**src/scrh_pkg.sv**
```systemverilog
package scrh_pkg;

    // opcodes seen on the serial input
    localparam logic [7:0] OPC_READ_ONE = 8'h05;
    localparam logic [7:0] OPC_READ_TWO = 8'h35;
    localparam logic [7:0] OPC_READ_THREE = 8'h33;
    localparam logic [7:0] OPC_LATCH_SET = 8'h06;
    localparam logic [7:0] OPC_LATCH_CLEAR = 8'h04;
    localparam logic [7:0] OPC_VOLATILE_ARM = 8'h50;
    localparam logic [7:0] OPC_STATUS_WRITE = 8'h01;

    // field positions inside the seven writable bits of byte two
    localparam int CMP_POS = 6;
    localparam int LOCK_HI = 5;
    localparam int LOCK_LO = 2;
    localparam int QE_POS = 1;
    localparam int PROTECT_MODE_BIT_HIGH_POS = 0;

    // self-timed non-volatile write
    localparam int CLK_PERIOD_NS = 8;
    localparam int WRITE_TIME_NS = 10000;
    localparam int WRITE_CYCLES = WRITE_TIME_NS / CLK_PERIOD_NS;
    localparam int WCNT_W = 11;
    localparam logic [WCNT_W-1:0] WRITE_COUNT = WCNT_W'(WRITE_CYCLES);
    localparam logic [WCNT_W-1:0] WCNT_RST = 11'h000;

    // writable status bits: byte one 7..2, byte two 6..0, byte three 6..0
    typedef struct packed {
        logic [5:0] b1;
        logic [6:0] b2;
        logic [6:0] b3;
    } scrh_image_type;

    // serial pins from the host
    typedef struct packed {
        logic cs_n;
        logic sclk;
        logic si;
    } scrh_pins_type;

    typedef enum logic [2:0] {
        ST_IDLE = 3'h0,
        ST_OPCODE = 3'h1,
        ST_WDATA = 3'h3,
        ST_READ = 3'h2,
        ST_IGNORE = 3'h6
    } scrh_state_type;

    typedef enum logic [1:0] {
        CMD_NONE = 2'h0,
        CMD_SET = 2'h1,
        CMD_CLEAR = 2'h2,
        CMD_ARM = 2'h3
    } scrh_cmd_type;

    typedef enum logic [1:0] {
        SEL_ONE = 2'h0,
        SEL_TWO = 2'h1,
        SEL_THREE = 2'h2
    } scrh_sel_type;

    // values after reset
    localparam scrh_image_type IMAGE_RST = 20'h00000;
    localparam scrh_pins_type PINS_RST = 3'h4;
    localparam logic [2:0] CNT3_RST = 3'h0;
    localparam logic [1:0] DCNT_RST = 2'h0;
    localparam logic [7:0] BYTE_RST = 8'h00;

endpackage

```
**src/scrh_status_cmd.sv**
```systemverilog
`timescale 1ns/1ps
module scrh_status_cmd (
    // clock and reset
    input wire logic CLOCK,
    input wire logic RST_N,
    // serial link from the host
    input wire scrh_pkg::scrh_pins_type PINS,
    output logic SO,
    output logic SO_OE,
    // non-volatile store image and working copy
    input wire scrh_pkg::scrh_image_type NV_IMAGE,
    output scrh_pkg::scrh_image_type NV_STORE,
    output scrh_pkg::scrh_image_type STATUS,
    // shared with the program and erase engines
    input wire logic OP_BUSY,
    input wire logic OP_DONE,
    output logic WRITE_LATCH,
    output logic BUSY
);

    scrh_pkg::scrh_pins_type pins_s1_q;
    scrh_pkg::scrh_pins_type pins_s2_q;
    scrh_pkg::scrh_pins_type pins_s3_q;
    scrh_pkg::scrh_state_type state_q;
    scrh_pkg::scrh_cmd_type cmd_q;
    scrh_pkg::scrh_sel_type sel_q;
    scrh_pkg::scrh_image_type wk_q;
    scrh_pkg::scrh_image_type nv_q;
    scrh_pkg::scrh_image_type pend_q;
    scrh_pkg::scrh_image_type new_d;
    logic [2:0] bit_cnt_q;
    logic [7:0] shift_q;
    logic [7:0] rx_byte;
    logic [1:0] dcnt_q;
    logic [7:0] data1_q;
    logic [7:0] data2_q;
    logic [7:0] data3_q;
    logic [2:0] out_cnt_q;
    logic [7:0] out_sh_q;
    logic [7:0] cur_byte;
    logic [scrh_pkg::WCNT_W-1:0] wcnt_q;
    logic so_q;
    logic oe_q;
    logic wel_q;
    logic wbusy_q;
    logic vol_mode_q;
    logic vol_arm_q;
    logic init_q;
    logic cs_low;
    logic cs_rise;
    logic sclk_rise;
    logic sclk_fall;
    logic byte_done;
    logic busy;
    logic commit;
    logic commit_vol;
    logic commit_nv;
    logic wdone;
    logic latch_set;
    logic latch_clear;

    // two-stage synchroniser plus one stage for edge finding
    always_ff @(posedge CLOCK or negedge RST_N)
    begin
        if (!RST_N)
        begin
            pins_s1_q <= scrh_pkg::PINS_RST;
            pins_s2_q <= scrh_pkg::PINS_RST;
            pins_s3_q <= scrh_pkg::PINS_RST;
        end
        else
        begin
            pins_s1_q <= PINS;
            pins_s2_q <= pins_s1_q;
            pins_s3_q <= pins_s2_q;
        end
    end

    // frame and clock edges
    assign cs_low = !pins_s2_q.cs_n;
    assign cs_rise = pins_s2_q.cs_n && !pins_s3_q.cs_n;
    assign sclk_rise = cs_low && pins_s2_q.sclk && !pins_s3_q.sclk;
    assign sclk_fall = cs_low && !pins_s2_q.sclk && pins_s3_q.sclk;
    assign byte_done = sclk_rise && (bit_cnt_q == 3'h7);
    assign rx_byte = {shift_q[6:0], pins_s2_q.si};
    assign busy = wbusy_q | OP_BUSY;

    // input shifter, one bit per rising clock
    always_ff @(posedge CLOCK or negedge RST_N)
    begin
        if (!RST_N)
        begin
            bit_cnt_q <= scrh_pkg::CNT3_RST;
            shift_q <= scrh_pkg::BYTE_RST;
        end
        else if (!cs_low)
        begin
            bit_cnt_q <= scrh_pkg::CNT3_RST;
        end
        else if (sclk_rise)
        begin
            shift_q <= rx_byte;
            bit_cnt_q <= bit_cnt_q + 3'h1;
        end
    end

    // command decoder state machine
    always_ff @(posedge CLOCK or negedge RST_N)
    begin
        if (!RST_N)
        begin
            state_q <= scrh_pkg::ST_IDLE;
            cmd_q <= scrh_pkg::CMD_NONE;
            sel_q <= scrh_pkg::SEL_ONE;
            vol_mode_q <= 1'b0;
        end
        else if (!cs_low)
        begin
            state_q <= scrh_pkg::ST_IDLE;
        end
        else
        begin
            case (state_q)
                scrh_pkg::ST_IDLE:
                begin
                    state_q <= scrh_pkg::ST_OPCODE;
                    cmd_q <= scrh_pkg::CMD_NONE;
                end
                scrh_pkg::ST_OPCODE:
                begin
                    if (byte_done)
                    begin
                        state_q <= scrh_pkg::ST_IGNORE;
                        if (rx_byte == scrh_pkg::OPC_READ_ONE)
                        begin
                            state_q <= scrh_pkg::ST_READ;
                            sel_q <= scrh_pkg::SEL_ONE;
                        end
                        else if (busy)
                        begin
                            cmd_q <= scrh_pkg::CMD_NONE;
                        end
                        else if (rx_byte == scrh_pkg::OPC_READ_TWO)
                        begin
                            state_q <= scrh_pkg::ST_READ;
                            sel_q <= scrh_pkg::SEL_TWO;
                        end
                        else if (rx_byte == scrh_pkg::OPC_READ_THREE)
                        begin
                            state_q <= scrh_pkg::ST_READ;
                            sel_q <= scrh_pkg::SEL_THREE;
                        end
                        else if (rx_byte == scrh_pkg::OPC_LATCH_SET)
                            cmd_q <= scrh_pkg::CMD_SET;
                        else if (rx_byte == scrh_pkg::OPC_LATCH_CLEAR)
                            cmd_q <= scrh_pkg::CMD_CLEAR;
                        else if (rx_byte == scrh_pkg::OPC_VOLATILE_ARM)
                            cmd_q <= scrh_pkg::CMD_ARM;
                        else if (rx_byte == scrh_pkg::OPC_STATUS_WRITE &&
                                 (vol_arm_q || wel_q))
                        begin
                            state_q <= scrh_pkg::ST_WDATA;
                            vol_mode_q <= vol_arm_q;
                        end
                    end
                end
                scrh_pkg::ST_IGNORE:
                begin
                    // extra clocks spoil a one-byte command
                    if (sclk_rise)
                        cmd_q <= scrh_pkg::CMD_NONE;
                end
                scrh_pkg::ST_WDATA:
                begin
                    state_q <= scrh_pkg::ST_WDATA;
                end
                scrh_pkg::ST_READ:
                begin
                    state_q <= scrh_pkg::ST_READ;
                end
                default:
                begin
                    state_q <= scrh_pkg::ST_IGNORE;
                end
            endcase
        end
    end

    // one-byte commands act when select rises
    assign latch_set = cs_rise && state_q == scrh_pkg::ST_IGNORE &&
                       cmd_q == scrh_pkg::CMD_SET;
    assign latch_clear = cs_rise && state_q == scrh_pkg::ST_IGNORE &&
                         cmd_q == scrh_pkg::CMD_CLEAR;

    // volatile arm lives for the next opcode only
    always_ff @(posedge CLOCK or negedge RST_N)
    begin
        if (!RST_N)
            vol_arm_q <= 1'b0;
        else if (cs_rise && state_q == scrh_pkg::ST_IGNORE &&
                 cmd_q == scrh_pkg::CMD_ARM)
            vol_arm_q <= 1'b1;
        else if (byte_done && state_q == scrh_pkg::ST_OPCODE)
            vol_arm_q <= 1'b0;
    end

    // status-write data bytes in order one, two, three
    always_ff @(posedge CLOCK or negedge RST_N)
    begin
        if (!RST_N)
        begin
            dcnt_q <= scrh_pkg::DCNT_RST;
            data1_q <= scrh_pkg::BYTE_RST;
            data2_q <= scrh_pkg::BYTE_RST;
            data3_q <= scrh_pkg::BYTE_RST;
        end
        else if (state_q == scrh_pkg::ST_OPCODE)
            dcnt_q <= scrh_pkg::DCNT_RST;
        else if (byte_done && state_q == scrh_pkg::ST_WDATA &&
                 dcnt_q != 2'h3)
        begin
            dcnt_q <= dcnt_q + 2'h1;
            if (dcnt_q == 2'h0)
                data1_q <= rx_byte;
            else if (dcnt_q == 2'h1)
                data2_q <= rx_byte;
            else
                data3_q <= rx_byte;
        end
    end

    // merge received bytes with current status
    always_comb
    begin
        new_d = wk_q;
        new_d.b1 = data1_q[7:2];
        if (dcnt_q >= 2'h2)
        begin
            new_d.b2 = data2_q[6:0];
            if (vol_mode_q)
            begin
                new_d.b2[scrh_pkg::LOCK_HI:scrh_pkg::LOCK_LO] =
                    wk_q.b2[scrh_pkg::LOCK_HI:scrh_pkg::LOCK_LO];
                new_d.b2[scrh_pkg::PROTECT_MODE_BIT_HIGH_POS] = wk_q.b2[scrh_pkg::PROTECT_MODE_BIT_HIGH_POS];
            end
            else
                new_d.b2[scrh_pkg::LOCK_HI:scrh_pkg::LOCK_LO] =
                    wk_q.b2[scrh_pkg::LOCK_HI:scrh_pkg::LOCK_LO] |
                    data2_q[scrh_pkg::LOCK_HI:scrh_pkg::LOCK_LO];
        end
        else if (!wk_q.b2[scrh_pkg::PROTECT_MODE_BIT_HIGH_POS])
        begin
            new_d.b2[scrh_pkg::CMP_POS] = 1'b0;
            new_d.b2[scrh_pkg::QE_POS] = 1'b0;
        end
        if (dcnt_q == 2'h3)
            new_d.b3 = data3_q[6:0];
    end

    // commit only on a clean byte boundary
    assign commit = cs_rise && state_q == scrh_pkg::ST_WDATA &&
                    bit_cnt_q == 3'h0 && dcnt_q != 2'h0;
    assign commit_vol = commit && vol_mode_q;
    assign commit_nv = commit && !vol_mode_q;
    assign wdone = wbusy_q && wcnt_q == 11'h001;

    // self-timed non-volatile update
    always_ff @(posedge CLOCK or negedge RST_N)
    begin
        if (!RST_N)
        begin
            wbusy_q <= 1'b0;
            wcnt_q <= scrh_pkg::WCNT_RST;
            pend_q <= scrh_pkg::IMAGE_RST;
        end
        else if (commit_nv)
        begin
            wbusy_q <= 1'b1;
            wcnt_q <= scrh_pkg::WRITE_COUNT;
            pend_q <= new_d;
        end
        else if (wbusy_q)
        begin
            wcnt_q <= wcnt_q - 11'h001;
            if (wdone)
                wbusy_q <= 1'b0;
        end
    end

    // working copy and non-volatile image
    always_ff @(posedge CLOCK or negedge RST_N)
    begin
        if (!RST_N)
        begin
            init_q <= 1'b1;
            wk_q <= scrh_pkg::IMAGE_RST;
            nv_q <= scrh_pkg::IMAGE_RST;
        end
        else if (init_q)
        begin
            init_q <= 1'b0;
            wk_q <= NV_IMAGE;
            nv_q <= NV_IMAGE;
        end
        else if (commit_vol)
            wk_q <= new_d;
        else if (wdone)
        begin
            wk_q <= pend_q;
            nv_q <= {pend_q.b1, pend_q.b2, nv_q.b3};
        end
    end

    // write latch, set beats clear
    always_ff @(posedge CLOCK or negedge RST_N)
    begin
        if (!RST_N)
            wel_q <= 1'b0;
        else if (latch_set)
            wel_q <= 1'b1;
        else if (latch_clear || wdone || OP_DONE)
            wel_q <= 1'b0;
    end

    // selected status byte, sampled fresh per byte
    always_comb
    begin
        case (sel_q)
            scrh_pkg::SEL_ONE: cur_byte = {wk_q.b1, wel_q, busy};
            scrh_pkg::SEL_TWO: cur_byte = {1'b0, wk_q.b2};
            scrh_pkg::SEL_THREE: cur_byte = {1'b0, wk_q.b3};
            default: cur_byte = {wk_q.b1, wel_q, busy};
        endcase
    end

    // serial output on falling clock
    always_ff @(posedge CLOCK or negedge RST_N)
    begin
        if (!RST_N)
        begin
            so_q <= 1'b0;
            oe_q <= 1'b0;
            out_cnt_q <= scrh_pkg::CNT3_RST;
            out_sh_q <= scrh_pkg::BYTE_RST;
        end
        else if (!cs_low)
        begin
            oe_q <= 1'b0;
            out_cnt_q <= scrh_pkg::CNT3_RST;
        end
        else if (sclk_fall && state_q == scrh_pkg::ST_READ)
        begin
            oe_q <= 1'b1;
            out_cnt_q <= out_cnt_q + 3'h1;
            if (out_cnt_q == 3'h0)
            begin
                so_q <= cur_byte[7];
                out_sh_q <= {cur_byte[6:0], 1'b0};
            end
            else
            begin
                so_q <= out_sh_q[7];
                out_sh_q <= {out_sh_q[6:0], 1'b0};
            end
        end
    end

    assign SO = so_q;
    assign SO_OE = oe_q;
    assign NV_STORE = nv_q;
    assign STATUS = wk_q;
    assign WRITE_LATCH = wel_q;
    assign BUSY = busy;

    // length of the running self-timed write, for the bound checks
    logic [scrh_pkg::WCNT_W-1:0] wlen_q;

    // counts busy cycles of the status write, cleared when idle
    always_ff @(posedge CLOCK or negedge RST_N)
    begin
        if (!RST_N)
            wlen_q <= scrh_pkg::WCNT_RST;
        else if (wbusy_q)
            wlen_q <= wlen_q + 11'h001;
        else
            wlen_q <= scrh_pkg::WCNT_RST;
    end
endmodule

```
**config.mk**
```make
export PLATFORM = sky130hd
export DESIGN_NAME = scrh_status_cmd
export DESIGN_NICKNAME = d
export VERILOG_FILES = /design/src/scrh_pkg.sv /design/src/scrh_status_cmd.sv
export SDC_FILE = /design/constraint.sdc
export NUM_CORES = 1
export LEC_CHECK = 0
export ABC_AREA = 0
export BUFFER_PORTS_ARGS = -buffer_cell sky130_fd_sc_hd__buf_4
export CAP_MARGIN = 20
export CORE_ASPECT_RATIO = 2
export CORE_MARGIN = 2
export CORE_UTILIZATION = 31
export CTS_BUF_LIST = sky130_fd_sc_hd__clkbuf_8 sky130_fd_sc_hd__clkbuf_16
export CTS_CLUSTER_SIZE = 25
export DETAILED_ROUTE_END_ITERATION = 8
export PLACE_DENSITY = 0.47
export SYNTH_ARGS = -nofsm -noshare
export SYNTH_HDL_FRONTEND = slang
export SYNTH_SLANG_ARGS = --single-unit
```
**constraint.sdc**
```tcl
create_clock -name CLOCK -period 4 [get_ports CLOCK]
set_input_delay 0.4 -clock CLOCK [delete_from_list [all_inputs] [get_ports CLOCK]]
set_output_delay 0.4 -clock CLOCK [all_outputs]
set_load 0.02 [all_outputs]
```
==> results of run 1 <==
-- power by group --
part,internal [mW],switching [mW],leakage (nW),total [mW]
sequential,1.44,0.164,1.75,1.61
combinational,0.158,0.187,1.49,0.345
clock,1.15,0.594,0.320,1.75
total,2.76,0.945,3.56,3.70
-- kinds of logic (layout without fill, tap and decap cells) --
group,after synthesis,count (layout),share of synthesized area
simple gates,187,187,0.155
flops,135,135,0.526
compound gates,121,121,0.112
mux,74,74,0.123
buf+inv,58,136,0.0414
fa+ha+maj,13,13,0.0253
xor+xnor,13,13,0.0177
other cells,1,1,0.000583
-- critical path, delay by kind of cell (launching register included) --
kind	cells	cell delay, ps
mux	1	270
fa+ha+maj	1	270
simple gates	3	860
buf+inv	2	490
compound gates	1	100
flops	1	460
-- state kept, by name (all words and copies together), names as in the netlist, 6 cells and up --
signal    count
STATUS       20
data1_q       6
pend_q       20
data3_q       7
out_sh_q      7
data2_q       7
shift_q       7
wcnt_q       11
NV_STORE     20
-- layer usage --
layer / global-route usage / vias up
met2: 0.305 / 111
met1: 0.174 / 2342
met5: 0 / -
met3: 0.0358 / 26
met4: 0.0826 / 0
li1: - / 2262
-- synthesized netlist by cell type (all sizes together) (2+ instances only) --
cell	number	area [sq um]
nor2	53	199
o31ai	2	20.0
or4	4	37.5
nor4b	3	26.3
ha	13	163
nor3b	2	20.0
or3b	2	17.5
and3	4	25.0
nand2	31	116
o21a	2	15.0
nand2b	3	18.8
or3	3	23.8
dfrtp	131	3280
buf	17	113
inv	26	97.6
xnor2	8	70.1
a211oi	8	60.1
nand4	2	18.8
nor3	42	233
nand3	8	45.0
mux2	39	439
xor2	5	43.8
clkbuf	15	56.3
nor2b	18	113
dfstp	4	105
nor4	5	37.5
mux2i	35	350
a31oi	3	18.8
a21oi	42	210
o21ai	47	235
nand4b	2	17.5
a221oi	6	52.6
-- final cells by class --
class | instances | share of cell area
timing repair buffer | 78 | 0.0750
sequential | 135 | 0.431
inverter | 26 | 0.0124
multi-input combinational | 409 | 0.355
clock inverter | 12 | 0.0253
tap | 266 | 0.0424
clock buffer | 20 | 0.0594
-- path summary, 6_finish.rpt --
| kind | from | end | cells after the start |
|---|---|---|---|
| max | dcnt_q[1]$_DFFE_PN0P_ | NV_STORE[17]$_DFFE_PN0P_ | 8 |
| min | RST_N | out_cnt_q[1]$_DFFE_PN0P_ | 1 |
| max reg2reg | dcnt_q[1]$_DFFE_PN0P_ | NV_STORE[17]$_DFFE_PN0P_ | 8 |
| min reg2reg | pins_s1_q[1]$_DFF_PN0_ | pins_s2_q[1]$_DFF_PN0_ | 0 |
| max in group asynchronous | RST_N | init_q$_DFF_PN1_ | 2 |
| min in group CLOCK | PINS[2] | pins_s1_q[2]$_DFF_PN1_ | 1 |
==> reports/results.txt, run 1 <==
DRC Markers -> 0
Clk root buf -> clkbuf_16
Vias in the first global route -> 4878
Slowest-stage cell, CP -> dfrtp_1
Num CTS Buffers -> 17
CTS tree -> yes
VDD IR-drop max -> 260 uV
PD cells -> 471 mW/mm^2
Largest net degree at the start of global routing -> 71
Number of setup buffers added after CTS -> 0
Die height -> 208 um
First-pass DRT Iterations -> 4
RSZ-0062 raised after global routing -> false
# hold bufs at CTS -> 0
Nets -> 707
Clock transition at path regs -> 60 ps
Initial Util -> 0.316
CP startpoint kind -> register
Cell variety after synth -> 62
Worst min path class -> in -> async
Area after DPL -> 0.00719 sq mm
Synth Register Bits -> 135
DR vias/cell -> 5.01
Clock Latency Late Sink -> 420 ps
Die span in x -> 106 um
Final std cells w/o fill -> 946
Rows -> 74
Pwr Total -> 3.70 mW
Worst-Margin Slew -> 703 ps
Ys async rst share -> 1.00
Antenna viol nets, final -> 0
Arrival @ worst endpoint -> 2870 ps
DP HPWL -> 13.0 mm
Share of layout cells above drive strength 1 -> 0.249
Mapped Cells -> 602
Worst slew margin -> 0.526
Met2 wire len -> 9.82 mm
Die footprint -> 0.0220 sq mm
Slowest cell delay on critical path -> 460 ps
Slew Limit Fails -> 0
Total GRT Usage -> 0.166
Core Util, Final -> 0.386
Layout fillers -> 2044
Most used DFF post-synth -> dfrtp_1
Highest routing layer actually used -> met4
CTS sink count -> 135
Crit Path Category -> reg -> reg
WL/cell -> 18.5 um
Via Count -> 4741
Setup ws final -> 1400 ps
Worst slack at placement -> 1360 ps
R2R Setup Slk -> 1400 ps
LEAKAGE -> 3.56 nW
DR iter-0 viols -> 148
Fin. Hold Viols -> 0
Critical Path Sink Type -> register
Multi-input logic area -> 0.00279 sq mm
Part of the Yosys area used for sequential elements -> 0.526
Status -> complete, no violations
Finished Cell Area -> 0.00786 sq mm
Yosys warns -> 0
Fin Clk Skew -> 9.93 ps
Synth-to-Final Area Change -> 22.1%
Routed met1 length -> 6.55 mm
Clock Path Buffers -> 2
Most frequent cells in the layout -> dfrtp_1, buf_4, nor2_1
Post_cts resized -> 0
Setup_tns -> 0 ps
CP max FO -> 30
Mean post-synth cell area -> 10.7 sq um
Top-Level Pins -> 71
Max Fclk -> 384 MHz
WL met3 -> 540 um
CP required -> 4270 ps
Core Area -> 0.0204 sq mm
Crit-path cells -> inv_1, ha_1, and4bb_2, nand4_1, buf_4, nand3_2, mux2i_1, o21ai_0
WL final -> 17.5 mm
Finish-stage setup viols -> 0
Placed Instances -> 914
H-tree Lvls -> 4
Post-synth EDFFs -> 0
Max_cap viols -> 0
Register area -> 0.00338 sq mm
Min Hold Slack -> 0.709 ps
GP Congestion -> 0.828
Most common cell after layout, fill and taps aside -> dfrtp_1
Initial antenna violation count -> 0
# port buffers -> 70
Mapped Area -> 0.00644 sq mm
Tmin final -> 2600 ps
Global-route wire length before repair -> 27.4 mm
Syn nets -> 642
ANT cells -> 0
Final period util -> 0.650
Grt total ovfl -> 0
Power figures use the tool's default switching activity.
==> inputs of run 2 (changes only) <==
Settings changed: ABC_AREA 0 to 1, PLACE_DENSITY 0.47 to 0.46.
Clock period 4 ns to 2.55 ns, I/O delays scaled along.
==> run 2 against run 1 <==
Compared with the run above: total power is 67% higher; sequential cell count stayed put; combinational power is 140% higher; design area is 5.4% higher; via count is 22% higher; global-route usage is 2.7 points higher; final cell count is 33% higher; largest cell class unchanged; routed wire length is 17% higher.
==> reports/results.txt, run 2 <==
DRC Markers -> 0
Worst path bufs/invs -> 1
Total GRT Usage -> 0.193
Most common cell after layout, fill and taps aside -> nand2_1
PD cells -> 745 mW/mm^2
Area after DPL -> 0.00757 sq mm
WL final -> 20.6 mm
Finish-stage setup viols -> 0
Slowest-stage cell, CP -> dfstp_2
Die span in x -> 108 um
CTS sink count -> 135
Worst hold path depth -> 3
Clock Latency Late Sink -> 440 ps
Clock transition at path regs -> 60 ps
Pwr Total -> 6.17 mW
Nets -> 1009
Area leader, netlist -> dfrtp_1
Most frequent cells in the layout -> nand2_1, dfrtp_1, inv_1
CP max FO -> 28
Clock Path Buffers -> 2
CTS tree -> yes
Clk root buf -> clkbuf_16
Yosys warns -> 0
Max Fclk -> 458 MHz
Most frequent CP cell -> nand2_1
Hold EP -> NV_STORE[5]$_DFFE_PN0P_
H-tree Lvls -> 4
Rows -> 76
ANT cells -> 0
GP Congestion -> 0.825
R2R Path Start -> pins_s2_q[2]$_DFF_PN1_
DR iter-0 viols -> 307
Part of the Yosys area used for sequential elements -> 0.502
Share of layout cells above drive strength 1 -> 0.135
R2R Setup Slk -> 360 ps
Commonest cells in the netlist -> nand2_1, dfrtp_1, inv_1
Worst slew margin -> 0.513
VDD IR-drop max -> 405 uV
Synth Register Bits -> 135
Worst-Margin Slew -> 729 ps
Initial antenna violation count -> 0
Status -> complete, no violations
Max_cap viols -> 0
Worst min path class -> in -> reg
Grt total ovfl -> 0
Initial Util -> 0.315
Mapped Area -> 0.00674 sq mm
Slowest cell delay on critical path -> 590 ps
LEAKAGE -> 4.24 nW
DR vias/cell -> 4.62
Arrival @ worst endpoint -> 2500 ps
Global-route wire length before repair -> 32.7 mm
Kind of cell adding the most delay to the critical path -> simple AND/OR/NAND/NOR gates
WL/cell -> 16.4 um
Antenna viol nets, final -> 0
Syn nets -> 935
FF-to-FF End -> STATUS[19]$_DFFE_PN0P_
RSZ-0062 raised after global routing -> false
Post-synth EDFFs -> 0
Finished Cell Area -> 0.00828 sq mm
# port buffers -> 70
Setup_tns -> 0 ps
Synth area leaders -> dfrtp_1, nand2_1, inv_1
Num CTS Buffers -> 17
Core Area -> 0.0214 sq mm
Ys async rst share -> 1.00
Fin Clk Skew -> 11.5 ps
Slew Limit Fails -> 0
Crit Path Category -> reg -> reg
CP required -> 2870 ps
Most used DFF post-synth -> dfrtp_1
Largest net degree at the start of global routing -> 61
Die footprint -> 0.0230 sq mm
Final period util -> 0.857
Tmin final -> 2190 ps
Post_cts resized -> 0
Cell variety after synth -> 36
DP HPWL -> 15.6 mm
Synth-to-Final Area Change -> 22.9%
First-pass DRT Iterations -> 4
Top cell type's share of synthesized area -> 0.486
Die height -> 213 um
Worst hold start -> NV_IMAGE[5]
Critical Path Sink Type -> register
Crit-path cells -> nand2_1, nor2_1, nand4_4, nand3_4, inv_2, nand2_1, nand2_1
Top-Level Pins -> 71
Vias in the first global route -> 6055
Fin. Hold Viols -> 0
R2R depth -> 7
CP startpoint kind -> register
Mean post-synth cell area -> 7.53 sq um
Via Count -> 5795
Min Hold Slack -> 41.8 ps
Mapped Cells -> 895
Most instantiated library cell after synthesis -> nand2_1
[run 2: cell types whose count changed after synthesis, moves of 33 or more]
cell     before  now
mux2_2       39    0
nor3_1       40    7
mux2i_1      35    0
inv_1        26   90
nand2_1      31  353
o21ai_1       5   40
[run 2: repair_timing]
item,4_1_cts,5_1_grt
hold buffers,4,0
buffers inserted,0,0
endpoints found under the hold margin,59,0
[run 2: cells by family after synthesis]
group	count (synthesis)	synth area share
AND/OR/NAND/NOR	502	0.306
flip-flops	135	0.502
buffers and inverters	127	0.0763
AO/OA/AOI/OAI	115	0.0880
adder cells (fa/ha/maj)	13	0.0241
XOR/XNOR	2	0.00260
other	1	0.000556
[run 2: layout make-up]
class                           count  area [sq um]
Clock inverter                     14           233
Clock buffer                       18           439
Sequential cell                   135          3380
Fill cell                        2296         13100
Inverter                           97           364
Tap cell                          273           342
Timing Repair Buffer               85           677
Multi-Input combinational cell    633          2840
[run 2: how the worst max path moves through the flow]
stage / start / to / slack (ps) / cells after the start
global route: dcnt_q[0]$_DFFE_PN0P_ / pend_q[0]$_DFFE_PN0P_ / 160 / 10
global placement: pins_s2_q[2]$_DFF_PN1_ / STATUS[12]$_DFFE_PN0P_ / 390 / 7
detailed placement: pins_s2_q[2]$_DFF_PN1_ / STATUS[12]$_DFFE_PN0P_ / 360 / 7
finish: pins_s2_q[2]$_DFF_PN1_ / STATUS[19]$_DFFE_PN0P_ / 360 / 7
CTS: pins_s2_q[2]$_DFF_PN1_ / STATUS[19]$_DFFE_PN0P_ / 350 / 7
floorplan: dcnt_q[0]$_DFFE_PN0P_ / pend_q[3]$_DFFE_PN0P_ / 830 / 11
[run 2: through the flow]
step                      setup slack [ps]  utilization  instances
after floorplan                        833            -        895
after global placement                 391        0.354       1219
after global routing                   163        0.387       1255
after detailed placement               361        0.354       1219
after CTS                              350        0.387       1255
final                                  365        0.387       1255
[run 2: worst min-delay path, delay by kind of cell]
| kind | cells | cell delay [ps] |
|---|---|---|
| and+or+nand+nor | 2 | 110 |
| buffers and inverters | 1 | 80 |
[run 2: power breakdown]
part / switching (mW) / internal [mW]
clock network: 0.983 / 1.85
logic: 0.542 / 0.295
registers: 0.168 / 2.33
[run 2: per-layer routing]
| layer | up-vias | track usage | part of all wire |
|---|---|---|---|
| li1 | 2942 | - | - |
| met1 | 2710 | 0.199 | 0.37 |
| met2 | 106 | 0.363 | 0.56 |
| met3 | 37 | 0.0365 | 0.032 |
| met4 | 0 | 0.0942 | 0.036 |
| met5 | - | 0 | 0 |
==> inputs of run 3 (changes only) <==
Settings changed: BUFFER_PORTS_ARGS -buffer_cell sky130_fd_sc_hd__buf_4 to -buffer_cell sky130_fd_sc_hd__buf_2, MAX_ROUTING_LAYER set to met4.
==> run 3 against run 2 <==
Compared with the run above: clock power fell by 9.9%; first-iteration DRC count fell by 24%; routed wire length fell by 0.28%; critical path depth did not move; sequential cell count did not move.
==> reports/results.txt, run 3 (synthesized netlist as in run 2, its figures left out) <==
Top-Level Pins -> 71
Die height -> 213 um
Clock transition at path regs -> 60 ps
DR iter-0 viols -> 234
Max_cap viols -> 0
Rows -> 76
CP max FO -> 28
Via Count -> 5772
CTS sink count -> 135
Initial antenna violation count -> 0
Fin Clk Skew -> 10.2 ps
Arrival @ worst endpoint -> 2540 ps
DP HPWL -> 15.8 mm
Finished Cell Area -> 0.00804 sq mm
Layout fillers -> 2307
Slowest cell delay on critical path -> 590 ps
Total GRT Usage -> 0.197
Worst hold path depth -> 3
First-pass DRT Iterations -> 4
GP Congestion -> 0.877
PD cells -> 727 mW/mm^2
Most frequent CP cell -> nand2_1
Antenna viol nets, final -> 0
Status -> complete, no violations
Worst min path class -> in -> reg
CTS tree -> yes
Grt total ovfl -> 0
LEAKAGE -> 4.16 nW
Synth-to-Final Area Change -> 19.3%
H-tree Lvls -> 4
Initial Util -> 0.315
Most common cell after layout, fill and taps aside -> nand2_1
Nets -> 1008
Fin. Hold Viols -> 0
Worst slew margin -> 0.518
Share of layout cells above drive strength 1 -> 0.136
ANT cells -> 0
Die span in x -> 108 um
RSZ-0062 raised after global routing -> false
Number of setup buffers added after CTS -> 0
CP required -> 2860 ps
Crit-path cells -> nand2_1, nor2_1, nand4_4, nand3_4, inv_2, nand2_1, nand2_1
Vias in the first global route -> 5969
Clock Latency Late Sink -> 430 ps
Num CTS Buffers -> 17
CP startpoint kind -> register
# port buffers -> 70
DRC Markers -> 0
Core Area -> 0.0214 sq mm
Clk root buf -> clkbuf_16
Area after DPL -> 0.00739 sq mm
Die footprint -> 0.0230 sq mm
Global-route wire length before repair -> 32.4 mm
Worst-Margin Slew -> 722 ps
Most frequent cells in the layout -> nand2_1, dfrtp_1, inv_1
Crit Path Category -> reg -> reg
Finish-stage setup viols -> 0
R2R depth -> 7
WL final -> 20.5 mm
Largest net degree at the start of global routing -> 72
Final period util -> 0.874
DR vias/cell -> 4.60
Setup_tns -> 0 ps
Max Fclk -> 449 MHz
Clock Path Buffers -> 2
WL/cell -> 16.3 um
Slew Limit Fails -> 0
VDD IR-drop max -> 368 uV
Slowest-stage cell, CP -> dfstp_2
Critical Path Sink Type -> register
Tmin final -> 2230 ps
## run 3: per-layer routing
layer  track usage  vias to the layer above  share of wire
met4         0.104                        0          0.043
li1              -                     2949              -
met1         0.200                     2695           0.38
met5             -                        -              0
met2         0.355                       91           0.55
met3        0.0353                       37          0.028
## run 3: timing repair
| action | CTS | global route |
|---|---|---|
| setup endpoints to repair | 0 | 0 |
| resized for setup | 0 | 0 |
| hold buffers | 4 | 0 |
| hold endpoints to repair | 68 | 0 |
## run 3: stage by stage
stage / utilization / cells / total power [mW] / hold slack (ps) / worst slack, ps
floorplan: - / 895 / 2.99 / -40.6 / 833
CTS: 0.376 / 1254 / 5.92 / 28.7 / 288
global placement: 0.345 / 1218 / 3.32 / 334 / 310
detailed placement: 0.345 / 1218 / 3.33 / 333 / 294
finish: 0.376 / 1254 / 5.84 / 51.6 / 321
global route: 0.376 / 1254 / 6.13 / 57.2 / 157
## run 3: final cells by class
class	instances	area, sq um	area share
timing repair buffer	84	497	0.0618
clock inverter	13	156	0.0195
inverter	97	364	0.0453
sequential	135	3380	0.421
tap	273	342	0.0425
multi-input combinational	633	2840	0.354
clock buffer	19	453	0.0564
## run 3: worst paths after layout
check | to | startpoint | slack (ps)
setup / recovery | STATUS[19]$_DFFE_PN0P_ | pins_s2_q[2]$_DFF_PN1_ | 320
max in group asynchronous | init_q$_DFF_PN1_ | RST_N | 1430
min in group asynchronous | data2_q[5]$_DFFE_PN0P_ | RST_N | 420
hold reg to reg | pins_s2_q[0]$_DFF_PN0_ | pins_s1_q[0]$_DFF_PN0_ | 350
hold / removal | NV_STORE[5]$_DFFE_PN0P_ | NV_IMAGE[5] | 50
setup reg to reg | STATUS[19]$_DFFE_PN0P_ | pins_s2_q[2]$_DFF_PN1_ | 320
## run 3: report_power, final
part           total, mW  leakage (nW)  switching, mW  internal (mW)
Combinational      0.793          2.09          0.544          0.249
Clock               2.56         0.298          0.977           1.58
Sequential          2.49          1.77          0.164           2.33
## run 3: worst max-delay path: cells and delay by family (launching register included)
| family | cells | cell delay (ps) |
|---|---|---|
| AND/OR/NAND/NOR | 6 | 1310 |
| flip-flops | 1 | 590 |
| buffers and inverters | 1 | 200 |
